<file path="src/rtl/csr_access_regs.svh">
// Register indices, field positions, reset values and timing counts
// for the indirect register access block and its line monitor.
// Assumes a 125 MHz controller clock and a 10 Mb/s network bit rate.
`ifndef CSR_ACCESS_REGS_SVH
`define CSR_ACCESS_REGS_SVH

// ----------------------------------------------------------------------
// Index port and host port select codes
// ----------------------------------------------------------------------
`define INDEX_W 7
`define INDEX_RST 7'h00
`define PORT_INDEX 2'h0
`define PORT_MAIN 2'h1
`define PORT_CONFIG 2'h2

// ----------------------------------------------------------------------
// Register indices behind the main data port
// ----------------------------------------------------------------------
`define IDX_STATUS_COMMAND 7'h00
`define IDX_MASK 7'h03

// ----------------------------------------------------------------------
// Status/command field positions
// ----------------------------------------------------------------------
`define B_ERR 15
`define B_BABBLE 14
`define B_COLL 13
`define B_MISSED 12
`define B_MEMERR 11
`define B_RXEVT 10
`define B_TXEVT 9
`define B_SETUP 8
`define B_IRQ_FLAG 7
`define B_IRQ_EN 6
`define B_RX_ACTIVE 5
`define B_TX_ACTIVE 4
`define B_DEMAND 3
`define B_STOP 2
`define B_RUN 1
`define B_SETUP_REQ 0

// ----------------------------------------------------------------------
// Mask register: writable bit positions and reset value
// ----------------------------------------------------------------------
`define MASK_WR 16'h5F00
`define MASK_RST 16'h0000

// ----------------------------------------------------------------------
// Timing
// ----------------------------------------------------------------------
`define CLK_PERIOD_NS 8
`define BIT_TIME_NS 100
`define SQE_WINDOW_BITS 20
`define SQE_WINDOW_NS (`SQE_WINDOW_BITS * `BIT_TIME_NS)
`define SQE_CYC ((`SQE_WINDOW_NS + `CLK_PERIOD_NS - 1) / `CLK_PERIOD_NS)
`define DMA_TIMEOUT_NS 50000
`define DMA_TIMEOUT_CYC ((`DMA_TIMEOUT_NS + `CLK_PERIOD_NS - 1) / `CLK_PERIOD_NS)
`define BABBLE_BYTES 1519

`endif

</file>
<file path="src/rtl/csr_access_pkg.sv">
// Types used by the register access block.
// Assumes the constants of csr_access_regs.svh.
package csr_access_pkg;

  // ----------------------------------------------------------------------
  // Run state of the controller
  // ----------------------------------------------------------------------
  typedef enum logic [1:0] {
    ST_STOPPED = 2'b00,
    ST_SETUP = 2'b01,
    ST_READY = 2'b10,
    ST_RUNNING = 2'b11
  } run_state_t;

endpackage

</file>
<file path="src/rtl/line_event_if.sv">
// Error events raised by the line monitor toward the status register.
// Babble and memory error are one-cycle pulses in the controller clock domain; collision error also stays high while transmitting with link fail.
`timescale 1ns/1ps
interface line_event_if;
  logic babble;
  logic coll_err;
  logic mem_err;
  modport mon (output babble, output coll_err, output mem_err);
  modport reg_side (input babble, input coll_err, input mem_err);
endinterface

</file>
<file path="src/rtl/line_monitor.sv">
// Watches transmit length, the collision test window and bus-master
// grant latency, and raises error events on the line event interface.
// Assumes all inputs are synchronous to i_clk.
`timescale 1ns/1ps
`include "csr_access_regs.svh"
module line_monitor #(
  parameter int DMA_TIMEOUT_CYC = `DMA_TIMEOUT_CYC
) (
  input wire logic i_clk,
  input wire logic i_rstn,
  input wire logic i_tx_byte,
  input wire logic i_tx_end,
  input wire logic i_transmitting,
  input wire logic i_aui_sel,
  input wire logic i_aui_col,
  input wire logic i_tp_link_fail,
  input wire logic i_dma_req,
  input wire logic i_dma_ack,
  line_event_if.mon evt
);

  localparam logic [10:0] BABBLE_LAST = 11'(`BABBLE_BYTES - 1);
  localparam logic [8:0] SQE_LAST = 9'(`SQE_CYC - 1);
  localparam logic [15:0] DMA_LAST = 16'(DMA_TIMEOUT_CYC - 1);

  logic [10:0] byte_cnt_ff, nxt_byte_cnt;
  logic babble_done_ff, nxt_babble_done;
  logic [8:0] sqe_cnt_ff, nxt_sqe_cnt;
  logic sqe_wait_ff, nxt_sqe_wait;
  logic [15:0] dma_cnt_ff, nxt_dma_cnt;
  logic dma_done_ff, nxt_dma_done;
  logic babble_ev, sqe_ev, dma_ev;

  // ----------------------------------------------------------------------
  // Next-state logic
  // ----------------------------------------------------------------------
  always_comb begin
    nxt_byte_cnt = byte_cnt_ff;
    nxt_babble_done = babble_done_ff;
    babble_ev = 1'b0;
    if (i_tx_end) begin
      nxt_byte_cnt = 11'h000;
      nxt_babble_done = 1'b0;
    end else if (i_tx_byte && !babble_done_ff) begin
      // The count stops once a frame has babbled so it cannot wrap.
      if (byte_cnt_ff == BABBLE_LAST) begin
        babble_ev = 1'b1;
        nxt_babble_done = 1'b1;
      end else begin
        nxt_byte_cnt = byte_cnt_ff + 11'h001;
      end
    end

    nxt_sqe_cnt = sqe_cnt_ff;
    nxt_sqe_wait = sqe_wait_ff;
    sqe_ev = 1'b0;
    if (i_tx_end && i_aui_sel) begin
      nxt_sqe_wait = 1'b1;
      nxt_sqe_cnt = 9'h000;
    end else if (sqe_wait_ff) begin
      if (i_aui_col) begin
        nxt_sqe_wait = 1'b0;
      end else if (sqe_cnt_ff == SQE_LAST) begin
        sqe_ev = 1'b1;
        nxt_sqe_wait = 1'b0;
      end else begin
        nxt_sqe_cnt = sqe_cnt_ff + 9'h001;
      end
    end

    nxt_dma_cnt = dma_cnt_ff;
    nxt_dma_done = dma_done_ff;
    dma_ev = 1'b0;
    if (!i_dma_req || i_dma_ack) begin
      nxt_dma_cnt = 16'h0000;
      nxt_dma_done = 1'b0;
    end else if (!dma_done_ff) begin
      if (dma_cnt_ff == DMA_LAST) begin
        dma_ev = 1'b1;
        nxt_dma_done = 1'b1;
      end else begin
        nxt_dma_cnt = dma_cnt_ff + 16'h0001;
      end
    end
  end

  always_ff @(posedge i_clk or negedge i_rstn) begin
    if (!i_rstn) begin
      byte_cnt_ff <= 11'h000;
      babble_done_ff <= 1'b0;
      sqe_cnt_ff <= 9'h000;
      sqe_wait_ff <= 1'b0;
      dma_cnt_ff <= 16'h0000;
      dma_done_ff <= 1'b0;
    end else begin
      byte_cnt_ff <= nxt_byte_cnt;
      babble_done_ff <= nxt_babble_done;
      sqe_cnt_ff <= nxt_sqe_cnt;
      sqe_wait_ff <= nxt_sqe_wait;
      dma_cnt_ff <= nxt_dma_cnt;
      dma_done_ff <= nxt_dma_done;
    end
  end

  assign evt.babble = babble_ev;
  assign evt.coll_err = sqe_ev || (i_transmitting && i_tp_link_fail);
  assign evt.mem_err = dma_ev;

endmodule

</file>
<file path="src/rtl/indirect_csr_status_access.sv">
// Indirect host register access with the status/command and mask
// registers. Other register indices are forwarded on the external ports.
// Assumes host strobes are one-cycle pulses synchronous to i_clk.
`timescale 1ns/1ps
`include "csr_access_regs.svh"
module indirect_csr_status_access #(
  parameter int DMA_TIMEOUT_CYC = `DMA_TIMEOUT_CYC
) (
  input wire logic i_clk,
  input wire logic i_rstn,
  input wire logic [1:0] i_port_sel,
  input wire logic i_wr,
  input wire logic i_rd,
  input wire logic [15:0] i_wdata,
  output logic [15:0] o_rdata,
  output logic o_rd_valid,
  output logic [6:0] o_ext_index,
  output logic o_ext_csr_wr,
  output logic o_ext_csr_rd,
  input wire logic [15:0] i_ext_csr_rdata,
  output logic o_cfg_wr,
  output logic o_cfg_rd,
  input wire logic [15:0] i_cfg_rdata,
  output logic [15:0] o_ext_wdata,
  input wire logic i_tx_byte,
  input wire logic i_tx_end,
  input wire logic i_transmitting,
  input wire logic i_aui_sel,
  input wire logic i_aui_col,
  input wire logic i_tp_link_fail,
  input wire logic i_dma_req,
  input wire logic i_dma_ack,
  input wire logic i_rx_discard,
  input wire logic i_rx_done,
  input wire logic i_tx_done,
  input wire logic i_setup_read_done,
  input wire logic i_tx_desc_fetch,
  input wire logic i_other_irq,
  input wire logic i_receive_disable,
  input wire logic i_transmit_disable,
  output logic o_setup_req,
  output logic o_running,
  output logic o_stopped,
  output logic o_tx_poll_now,
  output logic o_irq
);

  logic [6:0] index_ff, nxt_index;
  logic [15:0] mask_ff, nxt_mask;
  logic babble_ff, nxt_babble, coll_ff, nxt_coll, missed_ff, nxt_missed;
  logic memerr_ff, nxt_memerr, rxevt_ff, nxt_rxevt, txevt_ff, nxt_txevt;
  logic setup_ff, nxt_setup, irq_flag_ff, nxt_irq_flag, irq_en_ff, nxt_irq_en;
  logic rx_active_ff, nxt_rx_active, tx_active_ff, nxt_tx_active, tx_demand_ff, nxt_tx_demand;
  logic stop_ff, nxt_stop, run_ff, nxt_run, setup_req_ff, nxt_setup_req;
  logic start_pend_ff, nxt_start_pend;
  csr_access_pkg::run_state_t state_ff, nxt_state;
  logic [15:0] rdata_ff, nxt_rdata;
  logic rd_valid_ff;
  logic wr_main, rd_main, wr_status, wr_mask, wr_ext, rd_ext;
  logic stop_w, run_w, setup_w, stop_now, go_run;
  logic err_sum, irq_src;
  logic [15:0] status_word;

  line_event_if evt ();

  line_monitor #(
    .DMA_TIMEOUT_CYC(DMA_TIMEOUT_CYC)
  ) u_line_monitor (
    .i_clk(i_clk),
    .i_rstn(i_rstn),
    .i_tx_byte(i_tx_byte),
    .i_tx_end(i_tx_end),
    .i_transmitting(i_transmitting),
    .i_aui_sel(i_aui_sel),
    .i_aui_col(i_aui_col),
    .i_tp_link_fail(i_tp_link_fail),
    .i_dma_req(i_dma_req),
    .i_dma_ack(i_dma_ack),
    .evt(evt)
  );

  // Sticky flag update: a hardware event wins over a same-cycle clear,
  // but stop clears everything since the controller is being halted.
  function automatic logic flag_next(input logic cur, input logic set,
                                     input logic clr, input logic stop);
    if (stop) begin
      flag_next = 1'b0;
    end else if (set) begin
      flag_next = 1'b1;
    end else if (clr) begin
      flag_next = 1'b0;
    end else begin
      flag_next = cur;
    end
  endfunction

  // ----------------------------------------------------------------------
  // Port decode
  // ----------------------------------------------------------------------
  always_comb begin
    wr_main = i_wr && (i_port_sel == `PORT_MAIN);
    rd_main = i_rd && (i_port_sel == `PORT_MAIN);
    wr_status = wr_main && (index_ff == `IDX_STATUS_COMMAND);
    wr_mask = wr_main && (index_ff == `IDX_MASK);
    wr_ext = wr_main && (index_ff != `IDX_STATUS_COMMAND) && (index_ff != `IDX_MASK);
    rd_ext = rd_main && (index_ff != `IDX_STATUS_COMMAND) && (index_ff != `IDX_MASK);
    stop_w = wr_status && i_wdata[`B_STOP];
    run_w = wr_status && i_wdata[`B_RUN] && !i_wdata[`B_STOP];
    setup_w = wr_status && i_wdata[`B_SETUP_REQ] && !i_wdata[`B_STOP];
    stop_now = stop_w;
  end

  assign o_ext_index = index_ff;
  assign o_ext_wdata = i_wdata;
  assign o_ext_csr_wr = wr_ext;
  assign o_ext_csr_rd = rd_ext;
  assign o_cfg_wr = i_wr && (i_port_sel == `PORT_CONFIG);
  assign o_cfg_rd = i_rd && (i_port_sel == `PORT_CONFIG);

  // ----------------------------------------------------------------------
  // Run control
  // ----------------------------------------------------------------------
  always_comb begin
    nxt_state = state_ff;
    nxt_start_pend = start_pend_ff;
    go_run = 1'b0;
    if (stop_now) begin
      nxt_state = csr_access_pkg::ST_STOPPED;
      nxt_start_pend = 1'b0;
    end else if (setup_w) begin
      // Setup always runs first; a start given with it waits.
      nxt_state = csr_access_pkg::ST_SETUP;
      nxt_start_pend = run_w;
    end else begin
      case (state_ff)
        csr_access_pkg::ST_STOPPED, csr_access_pkg::ST_READY: begin
          if (run_w) begin
            nxt_state = csr_access_pkg::ST_RUNNING;
            go_run = 1'b1;
          end
        end
        csr_access_pkg::ST_SETUP: begin
          if (run_w) begin
            nxt_start_pend = 1'b1;
          end
          if (i_setup_read_done) begin
            if (start_pend_ff || run_w) begin
              nxt_state = csr_access_pkg::ST_RUNNING;
              go_run = 1'b1;
            end else begin
              nxt_state = csr_access_pkg::ST_READY;
            end
            nxt_start_pend = 1'b0;
          end
        end
        csr_access_pkg::ST_RUNNING: begin
          nxt_state = csr_access_pkg::ST_RUNNING;
        end
        default: begin
          nxt_state = csr_access_pkg::ST_STOPPED;
        end
      endcase
    end

    nxt_stop = stop_ff;
    if (stop_now) begin
      nxt_stop = 1'b1;
    end else if (run_w || setup_w) begin
      nxt_stop = 1'b0;
    end
    nxt_run = stop_now ? 1'b0 : (run_ff || run_w);
    nxt_setup_req = stop_now ? 1'b0 : (setup_req_ff || setup_w);

    nxt_rx_active = rx_active_ff;
    nxt_tx_active = tx_active_ff;
    if (stop_now) begin
      nxt_rx_active = 1'b0;
      nxt_tx_active = 1'b0;
    end else if (go_run) begin
      nxt_rx_active = !i_receive_disable;
      nxt_tx_active = !i_transmit_disable;
    end
  end

  always_ff @(posedge i_clk or negedge i_rstn) begin
    if (!i_rstn) begin
      state_ff <= csr_access_pkg::ST_STOPPED;
      start_pend_ff <= 1'b0;
      stop_ff <= 1'b1;
      run_ff <= 1'b0;
      setup_req_ff <= 1'b0;
      rx_active_ff <= 1'b0;
      tx_active_ff <= 1'b0;
    end else begin
      state_ff <= nxt_state;
      start_pend_ff <= nxt_start_pend;
      stop_ff <= nxt_stop;
      run_ff <= nxt_run;
      setup_req_ff <= nxt_setup_req;
      rx_active_ff <= nxt_rx_active;
      tx_active_ff <= nxt_tx_active;
    end
  end

  assign o_setup_req = (state_ff == csr_access_pkg::ST_SETUP);
  assign o_running = (state_ff == csr_access_pkg::ST_RUNNING);
  assign o_stopped = stop_ff;

  // ----------------------------------------------------------------------
  // Status flags, interrupt, transmit demand, index and mask
  // ----------------------------------------------------------------------
  always_comb begin
    nxt_index = index_ff;
    if (i_wr && (i_port_sel == `PORT_INDEX)) begin
      nxt_index = i_wdata[6:0];
    end
    nxt_mask = mask_ff;
    if (wr_mask) begin
      nxt_mask = i_wdata & `MASK_WR;
    end

    nxt_babble = flag_next(babble_ff, evt.babble, wr_status && i_wdata[`B_BABBLE],
                           stop_now);
    nxt_coll = flag_next(coll_ff, evt.coll_err, wr_status && i_wdata[`B_COLL],
                         stop_now);
    nxt_missed = flag_next(missed_ff, i_rx_discard, wr_status && i_wdata[`B_MISSED],
                           stop_now);
    nxt_memerr = flag_next(memerr_ff, evt.mem_err, wr_status && i_wdata[`B_MEMERR],
                           stop_now);
    nxt_rxevt = flag_next(rxevt_ff, i_rx_done, wr_status && i_wdata[`B_RXEVT],
                          stop_now);
    nxt_txevt = flag_next(txevt_ff, i_tx_done, wr_status && i_wdata[`B_TXEVT],
                          stop_now);
    nxt_setup = flag_next(setup_ff, i_setup_read_done, wr_status && i_wdata[`B_SETUP],
                          stop_now);

    // Collision error is deliberately absent from the interrupt sources.
    irq_src = (babble_ff && !mask_ff[`B_BABBLE]) ||
              (missed_ff && !mask_ff[`B_MISSED]) ||
              (memerr_ff && !mask_ff[`B_MEMERR]) ||
              (rxevt_ff && !mask_ff[`B_RXEVT]) ||
              (txevt_ff && !mask_ff[`B_TXEVT]) ||
              (setup_ff && !mask_ff[`B_SETUP]) ||
              i_other_irq;
    nxt_irq_flag = irq_src && !stop_now;

    nxt_irq_en = irq_en_ff;
    if (stop_now) begin
      nxt_irq_en = 1'b0;
    end else if (wr_status) begin
      nxt_irq_en = i_wdata[`B_IRQ_EN];
    end

    // Without an active transmitter the demand drops with no ring access.
    nxt_tx_demand = flag_next(tx_demand_ff, wr_status && i_wdata[`B_DEMAND],
                              i_tx_desc_fetch || !tx_active_ff, stop_now);
  end

  always_ff @(posedge i_clk or negedge i_rstn) begin
    if (!i_rstn) begin
      index_ff <= `INDEX_RST;
      mask_ff <= `MASK_RST;
      babble_ff <= 1'b0;
      coll_ff <= 1'b0;
      missed_ff <= 1'b0;
      memerr_ff <= 1'b0;
      rxevt_ff <= 1'b0;
      txevt_ff <= 1'b0;
      setup_ff <= 1'b0;
      irq_flag_ff <= 1'b0;
      irq_en_ff <= 1'b0;
      tx_demand_ff <= 1'b0;
    end else begin
      index_ff <= nxt_index;
      mask_ff <= nxt_mask;
      babble_ff <= nxt_babble;
      coll_ff <= nxt_coll;
      missed_ff <= nxt_missed;
      memerr_ff <= nxt_memerr;
      rxevt_ff <= nxt_rxevt;
      txevt_ff <= nxt_txevt;
      setup_ff <= nxt_setup;
      irq_flag_ff <= nxt_irq_flag;
      irq_en_ff <= nxt_irq_en;
      tx_demand_ff <= nxt_tx_demand;
    end
  end

  assign o_irq = irq_en_ff && irq_flag_ff;
  assign o_tx_poll_now = tx_demand_ff && tx_active_ff;

  // ----------------------------------------------------------------------
  // Read data
  // ----------------------------------------------------------------------
  always_comb begin
    err_sum = babble_ff || coll_ff || missed_ff || memerr_ff;
    status_word = {err_sum, babble_ff, coll_ff, missed_ff, memerr_ff, rxevt_ff,
                   txevt_ff, setup_ff, irq_flag_ff, irq_en_ff, rx_active_ff,
                   tx_active_ff, tx_demand_ff, stop_ff, run_ff, setup_req_ff};
    nxt_rdata = rdata_ff;
    if (i_rd) begin
      case (i_port_sel)
        `PORT_INDEX: nxt_rdata = {9'h000, index_ff};
        `PORT_MAIN: begin
          if (index_ff == `IDX_STATUS_COMMAND) begin
            nxt_rdata = status_word;
          end else if (index_ff == `IDX_MASK) begin
            nxt_rdata = mask_ff;
          end else begin
            nxt_rdata = i_ext_csr_rdata;
          end
        end
        `PORT_CONFIG: nxt_rdata = i_cfg_rdata;
        default: nxt_rdata = 16'h0000;
      endcase
    end
  end

  always_ff @(posedge i_clk or negedge i_rstn) begin
    if (!i_rstn) begin
      rdata_ff <= 16'h0000;
      rd_valid_ff <= 1'b0;
    end else begin
      rdata_ff <= nxt_rdata;
      rd_valid_ff <= i_rd;
    end
  end

  assign o_rdata = rdata_ff;
  assign o_rd_valid = rd_valid_ff;

endmodule

</file>
<file path="config.mk">
export PLATFORM = sky130hd
export DESIGN_NAME = indirect_csr_status_access
export DESIGN_NICKNAME = d
export VERILOG_FILES = /design/src/rtl/csr_access_pkg.sv /design/src/rtl/line_event_if.sv /design/src/rtl/line_monitor.sv /design/src/rtl/indirect_csr_status_access.sv
export VERILOG_INCLUDE_DIRS = /design/src /design/src/rtl
export SDC_FILE = /design/constraint.sdc
export NUM_CORES = 1
export LEC_CHECK = 0
export ABC_CLOCK_PERIOD_IN_PS = 2200
export BUFFER_PORTS_ARGS = -buffer_cell sky130_fd_sc_hd__clkbuf_2
export CORE_MARGIN = 2
export CORE_UTILIZATION = 40
export CTS_BUF_LIST = sky130_fd_sc_hd__clkbuf_8 sky130_fd_sc_hd__clkbuf_16
export DETAILED_ROUTE_END_ITERATION = 7
export REMOVE_ABC_BUFFERS = 1
export SETUP_SLACK_MARGIN = 0.4
export SYNTH_ARGS = -nofsm -noshare
export SYNTH_HDL_FRONTEND = slang
export SYNTH_SLANG_ARGS = --single-unit
</file>
<file path="constraint.sdc">
create_clock -name i_clk -period 2.2 [get_ports i_clk]
set_input_delay 0.11 -clock i_clk [delete_from_list [all_inputs] [get_ports i_clk]]
set_output_delay 0.11 -clock i_clk [all_outputs]
set_load 0.03 [all_outputs]
</file>
; ---- Word level (Yosys, flattened, before mapping)
; Index checks and enable logic that the tools add are counted.
[totals]
reg_bits = 87
latchBits = 0
mem_bits_rw = 0
rom_bits = 0
output_inout_bits = 49
elab_cells = 222
memories = 0
[classes]
n_addsub = 3
multipliers = 0
div = 0
n_lt_le_gt_ge = 0
eq_ne = 17
shifts = 0
muxes = 83
bitwise = 0
reduce_logical = 92
[ops]
columns = op, count
row1 = 16-bit 2-to-1 mux, 5
row2 = 1-bit 2-to-1 mux, 64
row3 = 16-bit case mux with 3 select lines, 1
row4 = 1-bit logical AND, 36
row5 = 9-bit 2-to-1 mux, 4
row6 = 11-bit 2-to-1 mux, 3
row7 = 3-bit nonzero test, 9
row8 = "16-bit by 1-bit adder with 16-bit output, second input constant", 1
row9 = "16-bit by 13-bit == test with 1-bit output, second input constant", 1
row10 = 1-bit logical OR, 16
row11 = 1-bit zero test, 13
row12 = 2-bit nonzero test, 6
row13 = "11-bit by 1-bit adder with 11-bit output, second input constant", 1
row14 = "11-bit == test, second input constant", 1
row15 = 2-bit AND reduction, 5
row16 = "9-bit by 1-bit adder with 9-bit output, second input constant", 1
row17 = "9-bit by 8-bit == test with 1-bit output, second input constant", 1
row18 = 2-bit 2-to-1 mux, 4
row19 = "7-bit by 2-bit == test with 1-bit output, second input constant", 1
row20 = 7-bit zero test, 1
row21 = "7-bit by 2-bit != test with 1-bit output, second input constant", 1
row22 = 7-bit nonzero test, 1
row23 = "2-bit == test, second input constant", 3
row24 = "2-bit by 1-bit != test with 1-bit output, second input constant", 3
row25 = other kinds (10), 13

; ---- Logic depth before layout (Yosys ltp)
; Gate-level depths: netlist of the first run.
[logic_depth]
ltp_word = 13
ltp_mapped = 8
mapped_depth_nobuf = 7

; ---- Hierarchy
; Synthesis of the first run repeated with hierarchy kept, for this count alone.
[unflattened]
cells_unflattened = 543
hier_area_um2 = 4966.0
[modules_own_cells]
columns = mod, n_inst, cells_each, area_per_inst_um2, seq_area_each_um2
row1 = indirect_csr_status_access, 1, 329, 2867.8, 1202.4
row2 = line_monitor, 1, 214, 2098.3, 975.9

; ---- Worst setup path after synthesis of the first run
; Ideal clock, no wire load.
[synth_timing]
kind = reg-to-reg
from = reg index_ff[6], in the netlist o_ext_index[6]
to = reg rdata_ff[1], in the netlist o_rdata[1]
setup_time_ns = 0.126
arrival_time_ns = 1.762
required_ns = 2.074
path_slack_ns = 0.312
path_stages_with_launch = 7
n_path_buf = 1
synth_period_minus_slack_ns = 1.888
cell_sequence = dfrtp_1 > nor3_4 > and2_1 > buf_2 > o21ai_1 > o2bb2ai_1 > a221o_1
[synth_between]
elab_chain_cells = 4
word_cells_on_any_way = 5
[synth_lines]
columns = item, line_no
row1 = from (decl), indirect_csr_status_access.sv:48  ; logic [6:0] index_ff, nxt_index;
row2 = from (signal assigned), indirect_csr_status_access.sv:261  ; index_ff <= `INDEX_RST;
row3 = from (signal assigned), indirect_csr_status_access.sv:274  ; index_ff <= nxt_index;
row4 = 7-bit by 2-bit == test with 1-bit output (no source line), n/a
row5 = 16-bit 2-to-1 mux, indirect_csr_status_access.sv:307  ; end else if (index_ff == `IDX_MASK) begin
row6 = 16-bit 2-to-1 mux *, indirect_csr_status_access.sv:305  ; if (index_ff == `IDX_STATUS_COMMAND) begin
row7 = 16-bit case mux with 3 select lines *, indirect_csr_status_access.sv:302  ; case (i_port_sel)
row8 = to (signal assigned), indirect_csr_status_access.sv:324  ; rdata_ff <= nxt_rdata;
row9 = to (decl), indirect_csr_status_access.sv:57  ; logic [15:0] rdata_ff, nxt_rdata;
; Mark *: on every way between the ends. The rest lies on a longest branch, timed or not.
; A chain may end at the register's enable or synchronous reset.

; ---- Final worst setup path of the first run
[layout_timing]
from = reg u_line_monitor.dma_cnt_ff[2]
to = reg u_line_monitor.dma_cnt_ff[2]
[layout_between]
elab_chain_cells = 4
word_cells_on_any_way = 7
[layout_lines]
columns = item, line_no
row1 = from (decl), line_monitor.sv:30  ; logic [15:0] dma_cnt_ff, nxt_dma_cnt;
row2 = from (signal assigned), line_monitor.sv:100  ; dma_cnt_ff <= nxt_dma_cnt;
row3 = 16-bit by 1-bit adder with 16-bit output, line_monitor.sv:82  ; nxt_dma_cnt = dma_cnt_ff + 16'h0001;
row4 = 16-bit 2-to-1 mux, line_monitor.sv:78  ; if (dma_cnt_ff == DMA_LAST) begin
row5 = 16-bit 2-to-1 mux, line_monitor.sv:77  ; end else if (!dma_done_ff) begin
row6 = 16-bit 2-to-1 mux, line_monitor.sv:74  ; if (!i_dma_req || i_dma_ack) begin
; Several ways; a longest one is shown, not always the timed one. The select of a mux whose other input is x is not followed.

==> impl_metrics.env, run 1 <==
export IMPL_status="finished, final reports clean"
export IMPL_layout_common_cells="112 x clkbuf_2, 82 x dfrtp_1, 52 x nor2_1"
export IMPL_reg2reg_slack_ns=0.34
export IMPL_postRouteWirelength_um=12400
export IMPL_initial_core_util=0.406
export IMPL_post_dp_cell_area_mm2=0.00556
export IMPL_clockRootBuffer="clkbuf_16"
export IMPL_drt_iter0_markers=269
export IMPL_worst_hold_path_num_cells=3
export IMPL_crit_fanout=5
export IMPL_synth_edf_count=0
export IMPL_synthFlopType="dfrtp_1"
export IMPL_diodes=0
export IMPL_fin_setup_tns_ns=0
export IMPL_avgSynthCellArea_um2=9.54
export IMPL_arrival_ns=2.06
export IMPL_place_gp_congestion=0.847
export IMPL_dieArea_mm2=0.0130
export IMPL_critPathLaunch="u_line_monitor.dma_cnt_ff[2]"
export IMPL_cts_tree="done"
export IMPL_first_global_vias=4111
export IMPL_critPathKind="reg -> reg"
export IMPL_layout_cells_non_filler=788
export IMPL_path_clk_slew_ns=0.06
export IMPL_rsz0062_at_grt="yes"
export IMPL_yosysSeqAreaShare=0.450
export IMPL_post_place_ws_ns=0.258
export IMPL_worstReg2RegEnd="u_line_monitor.dma_cnt_ff[2]"
export IMPL_synth_area_mm2=0.00484
export IMPL_final_hold_violation_count=0
export IMPL_track_usage=0.191
export IMPL_power_frac_seq=0.444
export IMPL_powerDensity_mw_per_mm2=681
export IMPL_syn_inst=507
export IMPL_antenna_found_initial=0
export IMPL_endpoint_kind="register"
export IMPL_slowest_delay_ns=0.55
export IMPL_cts_sinks=87
export IMPL_power_leakage_nw=2.88
export IMPL_nets=712
export IMPL_viasPerCell=5.42
export IMPL_switchingPower_mw=1.24
export IMPL_grt_overflow=0
export IMPL_numCtsBuffers=9
export IMPL_switching_share=0.298
export IMPL_cts_max_level=3
export IMPL_io_buffers=114
export IMPL_die_h_um=114
export IMPL_area_delta_synth_final_pct=26.6
export IMPL_drive_above_1_share=0.326
export IMPL_dp_hpwl_um=9080
export IMPL_post_route_util=0.514
export IMPL_min_from="i_rx_done"
export IMPL_finalPower_mw=4.17
export IMPL_grt_start_max_net_pins=41
export IMPL_required_ns=2.40
export IMPL_hold_ws_ns=0.0137
export IMPL_yosys_warnings=0
export IMPL_cp_num_buf_inv=1
export IMPL_finalCritPeriodShare=0.844
export IMPL_final_common_cell="clkbuf_2"
export IMPL_worst_pin_slew_ns=0.627
export IMPL_p_int_mw=2.92
export IMPL_finClkSkew_ns=0.00690
export IMPL_ys_ff_latch=87
export IMPL_ys_types=63
export IMPL_maxSlewHeadroom=0.582
export IMPL_core_mm2=0.0119
export IMPL_crit_family="simple AND/OR/NAND/NOR gates"
export IMPL_clockBufferDepth=2
export IMPL_grt_pass1_wl_um=20100
export IMPL_reg2reg_from="u_line_monitor.dma_cnt_ff[2]"
export IMPL_maxSlewViolCount=0
export IMPL_fin_area_mm2=0.00612
export IMPL_startpoint_type="register"
export IMPL_ir_drop_mv=0.299
export IMPL_async_reset_ff_frac=1.00
export IMPL_min_to="rxevt_ff"
export IMPL_vias=4274
export IMPL_clk_latency_ns=0.33
export IMPL_power_frac_comb=0.210
export IMPL_worstHoldPathType="in -> reg"
export IMPL_postLayoutSetupSlackWorst_ns=0.342
export IMPL_setup_viol=0
export IMPL_ant_nets=0
export IMPL_layout_min_cycle_time_ns=1.86
export IMPL_drc=0
export IMPL_fp_row_count=40
export IMPL_clock_power_share=0.346
export IMPL_io_pins=119
export IMPL_drtPass1Iterations=5
export IMPL_reg2reg_depth=6
export IMPL_cap_violations=0
export IMPL_clock_fmax_mhz=538
export IMPL_cp_slowest_cell="or4b_4"
export IMPL_dp_cells=753
export IMPL_wl_per_cell_um=15.8
export IMPL_crit_chain="or4b_4 -> nor4_4 -> buf_4 -> nor3b_1 -> xnor2_1 -> nor2_1"
export IMPL_die_w_um=114
==> per-layer routing <==
metal  up-vias  routed length (µm)  GRT usage
li1       2065                   -          -
met1      2078                5740      0.255
met2       123                5950      0.318
met3         8                 609     0.0351
met4         0                 112     0.0577
met5         -                   0          0
==> synth_stat cells, drive strengths merged (2+ instances only) <==
master   count  share of area
dfrtp       86           0.44
nor2        54          0.043
nand2       46          0.036
buf         28          0.038
a21oi       27          0.028
xnor2       19          0.034
nand3       17          0.018
inv         15          0.012
nor3        15          0.018
nand4       13          0.017
and3        12          0.016
mux2        12          0.028
nor2b       12          0.016
a22oi       11          0.017
and2        11          0.014
clkbuf      11         0.0085
o21ai       11          0.011
xor2        10          0.018
a221o        7          0.014
o2bb2ai      7          0.013
a2111o       6          0.014
ha           6          0.016
mux2i        6          0.012
nor3b        6          0.011
a211oi       5         0.0088
and4         5         0.0091
a31oi        4         0.0052
a21o         3         0.0047
and3b        3         0.0054
nand3b       3         0.0047
nor4         3         0.0052
nor4b        3         0.0054
or2          3         0.0039
or3          3         0.0039
a22o         2         0.0036
nand2b       2         0.0026
o31ai        2         0.0031
or4          2         0.0031
==> cell type report <==
class	count	area, µm²
sequential	87	2180
multi-input combinational	366	2480
tap	147	184
fill	1104	5790
timing repair buffer	157	936
clock buffer	12	267
clock inverter	4	21.3
inverter	15	56.3
==> power by group through the flow <==
stage               sequential (mW)  clock (mW)  combinational, mW
floorplan                      2.01           0              0.307
global placement               1.87           0              0.830
detailed placement             1.87           0              0.843
CTS                            1.84        1.48              0.864
global route                   1.86        1.57              0.953
finish                         1.85        1.44              0.877
==> sequential cells by signal (all words and copies together), names as in the netlist, 2 cells and up <==
signal,cells
o_rdata,16
u_line_monitor.byte_cnt_ff,11
state_ff,2
u_line_monitor.dma_cnt_ff,16
mask_ff,6
u_line_monitor.sqe_cnt_ff,9
o_ext_index,7
==> worst max-delay path by stage <==
| stage | slack [ns] | to | cells past startpoint |
|---|---|---|---|
| floorplan | -0.01 | u_line_monitor.dma_cnt_ff[10] | 7 |
| global placement | 0.32 | o_rdata[4] | 5 |
| detailed placement | 0.26 | o_rdata[4] | 5 |
| CTS | 0.34 | u_line_monitor.dma_cnt_ff[4] | 8 |
| global route | 0.24 | u_line_monitor.dma_cnt_ff[2] | 6 |
| finish | 0.34 | u_line_monitor.dma_cnt_ff[2] | 6 |
==> cell families (layout without fill, tap and decap cells) <==
| logic type | after synthesis | after routing | synth area share |
|---|---|---|---|
| AND/OR/NAND/NOR | 218 | 218 | 0.242 |
| AO/OA/AOI/OAI | 95 | 95 | 0.142 |
| flip-flops | 87 | 87 | 0.450 |
| buffers and inverters | 54 | 188 | 0.0579 |
| XOR/XNOR | 29 | 29 | 0.0525 |
| multiplexers | 18 | 18 | 0.0404 |
| adder cells (fa/ha/maj) | 6 | 6 | 0.0155 |
==> repair_timing <==
item,in CTS,in global routing
gates cloned,0,0
resized for setup,13,19
pin swaps,6,10
setup buffers,6,9
setup endpoints to repair,30,31
hold endpoints to repair,40,0
hold buffers,4,0
==> worst register-to-register path, cell delays in order, from the launching register on <==
cell and delay (ns):
dfrtp_1 0.38, or4b_4 0.55, nor4_4 0.32, buf_4 0.20, nor3b_1 0.07, xnor2_1 0.15, nor2_1 0.05
No activity file was read; power rests on OpenSTA's default activity.
==> run 2: changes to the inputs <==
- ABC_CLOCK_PERIOD_IN_PS: 2200 -> 1650
- PLACE_DENSITY: unset -> 0.65
- clock period: 2.2 -> 1.65 ns (I/O delays scaled with it)
==> run 2 against run 1 <==
The run now ends with setup timing left. Combinational power is 93% higher. Wire length is 23% higher. Final area is 22% higher. Highest routed layer unchanged.
==> impl_metrics.env, run 2 (same netlist as run 1, synthesis figures left out) <==
export IMPL_area_delta_synth_final_pct=55.1
export IMPL_clk_latency_ns=0.34
export IMPL_drive_above_1_share=0.534
export IMPL_drtPass1Iterations=5
export IMPL_layout_min_cycle_time_ns=1.91
export IMPL_layout_cells_non_filler=859
export IMPL_maxSlewViolCount=0
export IMPL_drt_iter0_markers=462
export IMPL_finalCritPeriodShare=1.16
export IMPL_io_pins=119
export IMPL_cap_violations=0
export IMPL_crit_fanout=5
export IMPL_diodes=0
export IMPL_clockRootBuffer="clkbuf_16"
export IMPL_startpoint_type="register"
export IMPL_postLayoutSetupSlackWorst_ns=-0.264
export IMPL_post_route_util=0.630
export IMPL_fp_row_count=40
export IMPL_post_dp_cell_area_mm2=0.00588
export IMPL_reg2reg_slack_ns=-0.26
export IMPL_initial_core_util=0.406
export IMPL_violations="setup timing"
export IMPL_powerDensity_mw_per_mm2=843
export IMPL_cts_tree="done"
export IMPL_fillers=894
export IMPL_drc=0
export IMPL_ant_nets=0
export IMPL_slowest_delay_ns=0.55
export IMPL_clockBufferDepth=2
export IMPL_core_mm2=0.0119
export IMPL_cp_slowest_cell="or4b_4"
export IMPL_cts_sinks=87
export IMPL_arrival_ns=2.15
export IMPL_grt_start_max_net_pins=32
export IMPL_critPathKind="reg -> reg"
export IMPL_postRouteWirelength_um=15300
export IMPL_setup_viol=50
export IMPL_worst_pin_slew_ns=0.659
export IMPL_first_global_vias=4609
export IMPL_track_usage=0.221
export IMPL_worstHoldPathType="in -> reg"
export IMPL_final_common_cell="clkbuf_2"
export IMPL_finClkSkew_ns=0.0104
export IMPL_io_buffers=114
export IMPL_fin_area_mm2=0.00750
export IMPL_hold_ws_ns=0.00737
export IMPL_viasPerCell=5.62
export IMPL_required_ns=1.88
export IMPL_fin_setup_tns_ns=-4.59
export IMPL_crit_chain="or4b_4 -> nor4_4 -> buf_4 -> buf_6 -> nor4b_1 -> xnor2_1 -> nor2_1"
export IMPL_place_gp_congestion=0.893
export IMPL_numCtsBuffers=9
export IMPL_clock_fmax_mhz=522
export IMPL_nets=784
export IMPL_grt_pass1_wl_um=23000
export IMPL_antenna_found_initial=0
export IMPL_wl_per_cell_um=17.8
export IMPL_final_hold_violation_count=0
export IMPL_dp_cells=794
export IMPL_die_h_um=114
export IMPL_vias=4826
export IMPL_maxSlewHeadroom=0.560
export IMPL_ir_drop_mv=0.514
export IMPL_endpoint_kind="register"
export IMPL_status="finished with violations"
export IMPL_rsz0062_at_grt="yes"
export IMPL_path_clk_slew_ns=0.06
export IMPL_layout_common_cells="104 x clkbuf_2, 80 x dfrtp_1, 67 x buf_4"
export IMPL_die_w_um=114
export IMPL_grt_overflow=0
export IMPL_cts_max_level=3
export IMPL_dieArea_mm2=0.0130
export IMPL_dp_hpwl_um=9650
export IMPL_power_leakage_nw=3.43
export IMPL_finalPower_mw=6.32
export IMPL_post_place_ws_ns=-0.186
## run 2: changes by cell type in the layout (fill, tap and decap cells not counted), sizes merged
cell	previous run	this run
buf	40	114
bufinv	0	2
clkbuf	125	116
clkinv	2	1
clkinvlp	1	0
dlygate4sd3	4	8
inv	16	18
## run 2: power breakdown
part	internal [mW]	leakage, nW	switching (mW)	total [mW]
Combinational	0.785	2.16	0.909	1.69
Sequential	2.31	1.11	0.161	2.47
Clock	1.31	0.159	0.852	2.16
## run 2: final timing paths
path	depth (start not counted)	to	startpoint
worst max-delay path	7	u_line_monitor.dma_cnt_ff[6]	u_line_monitor.dma_cnt_ff[4]
worst min-delay path	2	o_ext_index[4]	i_wdata[4]
worst max register to register	7	u_line_monitor.dma_cnt_ff[6]	u_line_monitor.dma_cnt_ff[4]
worst min register to register	1	o_rdata[9]	o_rdata[9]
max in group asynchronous	3	u_line_monitor.byte_cnt_ff[1]	i_rstn
min in group asynchronous	2	o_rdata[11]	i_rstn
## run 2: timing repair
action	CTS	global route
cloned	2	0
hold buffers	7	1
setup buffers	21	19
pin swaps	74	58
hold endpoints to repair	42	1
endpoints found under the setup margin	80	83
resized for setup	141	84
## run 2: area by class of cell
class                      count  area (µm²)  area share
clock buffer                   9         225      0.0300
inverter                      15        56.3     0.00750
timing repair buffer         229        1750       0.233
tap                          147         184      0.0245
sequential                    87        2190       0.291
multi-input combinational    366        3030       0.403
clock inverter                 6        80.1      0.0107
## run 2: layer usage
layer / GRT usage / routed length, µm
met2: 0.378 / 7890
met1: 0.289 / 6460
met4: 0.0829 / 276
met3: 0.0271 / 691
met5: 0 / 0
## run 2: worst max-delay path, delay by kind of cell, from the launching register on
family | cells | cell delay (ns)
flip-flops | 1 | 0.39
AND/OR/NAND/NOR | 4 | 0.97
XOR/XNOR | 1 | 0.17
buffers and inverters | 2 | 0.27
==> run 3: changes to the inputs <==
- CORE_MARGIN: 2 -> unset
- GPL_TIMING_DRIVEN: unset -> 0
- TNS_END_PERCENT: unset -> 10
==> run 3 against run 2 <==
The run ends with DRC, setup timing left. Clock skew barely moved. Flip-flop and latch count did not move. Worst setup slack improved by 0.0069 ns. Sequential share of layout area rose by 5.4 points. Clock power fell by 10%. Clock-buffer cell count rose by 3. Hold slack got worse by 0.0016 ns. Final area fell by 15%. Register-to-register slack barely moved. Largest cell class unchanged. Largest power group unchanged. Highest routed layer unchanged.
==> impl_metrics.env, run 3 (same netlist as run 1, synthesis figures left out) <==
export IMPL_status="finished with violations"
export IMPL_violations="DRC, setup timing"
export IMPL_cts_sinks=87
export IMPL_worst_pin_slew_ns=0.716
export IMPL_cts_tree="done"
export IMPL_finalPower_mw=5.73
export IMPL_finalCritPeriodShare=1.16
export IMPL_clockRootBuffer="clkbuf_16"
export IMPL_endpoint_kind="register"
export IMPL_dieArea_mm2=0.0125
export IMPL_drive_above_1_share=0.391
export IMPL_reg2reg_slack_ns=-0.26
export IMPL_reg2reg_from="u_line_monitor.dma_cnt_ff[10]"
export IMPL_wl_per_cell_um=16.4
export IMPL_drc=15
export IMPL_drtPass1Iterations=8
export IMPL_reg2reg_depth=6
export IMPL_grt_overflow=0
export IMPL_maxSlewHeadroom=0.521
export IMPL_final_hold_violation_count=0
export IMPL_core_mm2=0.0116
export IMPL_clock_fmax_mhz=524
export IMPL_postRouteWirelength_um=12700
export IMPL_ir_drop_mv=0.521
export IMPL_worst_hold_path_num_cells=3
export IMPL_die_h_um=112
export IMPL_diodes=0
export IMPL_initial_core_util=0.417
export IMPL_clockBufferDepth=2
export IMPL_grt_start_max_net_pins=63
export IMPL_numCtsBuffers=9
export IMPL_io_pins=119
export IMPL_required_ns=1.84
export IMPL_grt_pass1_wl_um=20400
export IMPL_post_place_ws_ns=-1.23
export IMPL_track_usage=0.205
export IMPL_layout_common_cells="107 x clkbuf_2, 76 x dfrtp_1, 51 x nor2_1"
export IMPL_viasPerCell=5.53
export IMPL_maxSlewViolCount=0
export IMPL_critPathLaunch="u_line_monitor.dma_cnt_ff[10]"
export IMPL_setup_viol=32
export IMPL_die_w_um=112
export IMPL_ant_nets=0
export IMPL_power_leakage_nw=2.88
export IMPL_layout_min_cycle_time_ns=1.91
export IMPL_final_common_cell="clkbuf_2"
export IMPL_path_clk_slew_ns=0.06
export IMPL_critPathKind="reg -> reg"
export IMPL_dp_hpwl_um=8290
export IMPL_first_global_vias=4121
export IMPL_post_route_util=0.547
export IMPL_arrival_ns=2.10
export IMPL_drt_iter0_markers=292
export IMPL_nets=702
export IMPL_cts_max_level=3
export IMPL_crit_fanout=8
export IMPL_hold_ws_ns=0.00573
export IMPL_startpoint_type="register"
export IMPL_place_gp_congestion=0.833
export IMPL_postLayoutSetupSlackWorst_ns=-0.257
export IMPL_worstHoldPathType="in -> reg"
export IMPL_rsz0062_at_grt="yes"
export IMPL_cap_violations=0
export IMPL_powerDensity_mw_per_mm2=901
export IMPL_fp_row_count=39
export IMPL_finClkSkew_ns=0.0105
export IMPL_antenna_found_initial=0
export IMPL_vias=4280
export IMPL_clk_latency_ns=0.34
export IMPL_io_buffers=114
export IMPL_area_delta_synth_final_pct=31.4
export IMPL_crit_end="u_line_monitor.dma_cnt_ff[12]"
export IMPL_worstReg2RegEnd="u_line_monitor.dma_cnt_ff[12]"
==> run 3: metrics by stage <==
step / area, µm² / setup TNS, ns / std cells
2_1_floorplan: 4610 / -22.97 / 468
3_5_place_dp: 5390 / -47.73 / 726
3_3_place_gp: 5360 / -88.87 / 725
6_report: 6350 / -3.91 / 774
4_1_cts: 6240 / -3.51 / 769
5_1_grt: 6350 / -7.89 / 774
==> run 3: worst min-delay path by stage <==
stage	from	endpoint	slack, ns
6_report	i_tp_link_fail	coll_ff	0.006
5_1_grt	i_wdata[6]	irq_en_ff	0.009
4_1_cts	i_tp_link_fail	coll_ff	0.004
3_5_place_dp	i_rstn	o_rd_valid	0.07
3_3_place_gp	i_wdata[15]	o_ext_wdata[15]	0.17
2_1_floorplan	i_rstn	babble_ff	-0.21
==> run 3: where the power goes <==
part	internal [mW]	total, mW	switching [mW]
logic	0.526	1.27	0.742
clock network	1.13	1.94	0.810
registers	2.32	2.51	0.198
total	3.98	5.73	1.75
==> run 3: final cells by class <==
| type | instances | area (µm²) |
|---|---|---|
| Clock buffer | 12 | 267 |
| Clock inverter | 4 | 21.3 |
| Fill cell | 1064 | 5260 |
| Inverter | 15 | 56.3 |
| Multi-Input combinational cell | 368 | 2720 |
| Sequential cell | 87 | 2190 |
| Tap cell | 143 | 179 |
| Timing Repair Buffer | 145 | 916 |
==> run 3: worst max-delay path: stages (launching register included) <==
cell     delay [ns]
dfrtp_2        0.43
or4_4          0.55
nor4_4         0.31
buf_6          0.19
nor4_1         0.07
xnor2_1        0.17
nor2_1         0.05
==> run 3: timing repair <==
action,CTS,global route
hold buffers,7,0
gates cloned,2,0
resized for setup,94,23
setup endpoints to repair,82,83
pin swaps,63,19
setup buffers,18,5
hold endpoints to repair,31,0
==> run 3: per-layer routing <==
layer | global-route usage | up-vias | wire, µm
li1 | - | 2047 | -
met1 | 0.262 | 2091 | 5630
met2 | 0.343 | 132 | 6220
met3 | 0.0408 | 10 | 658
met4 | 0.0756 | 0 | 163
met5 | 0 | - | 0
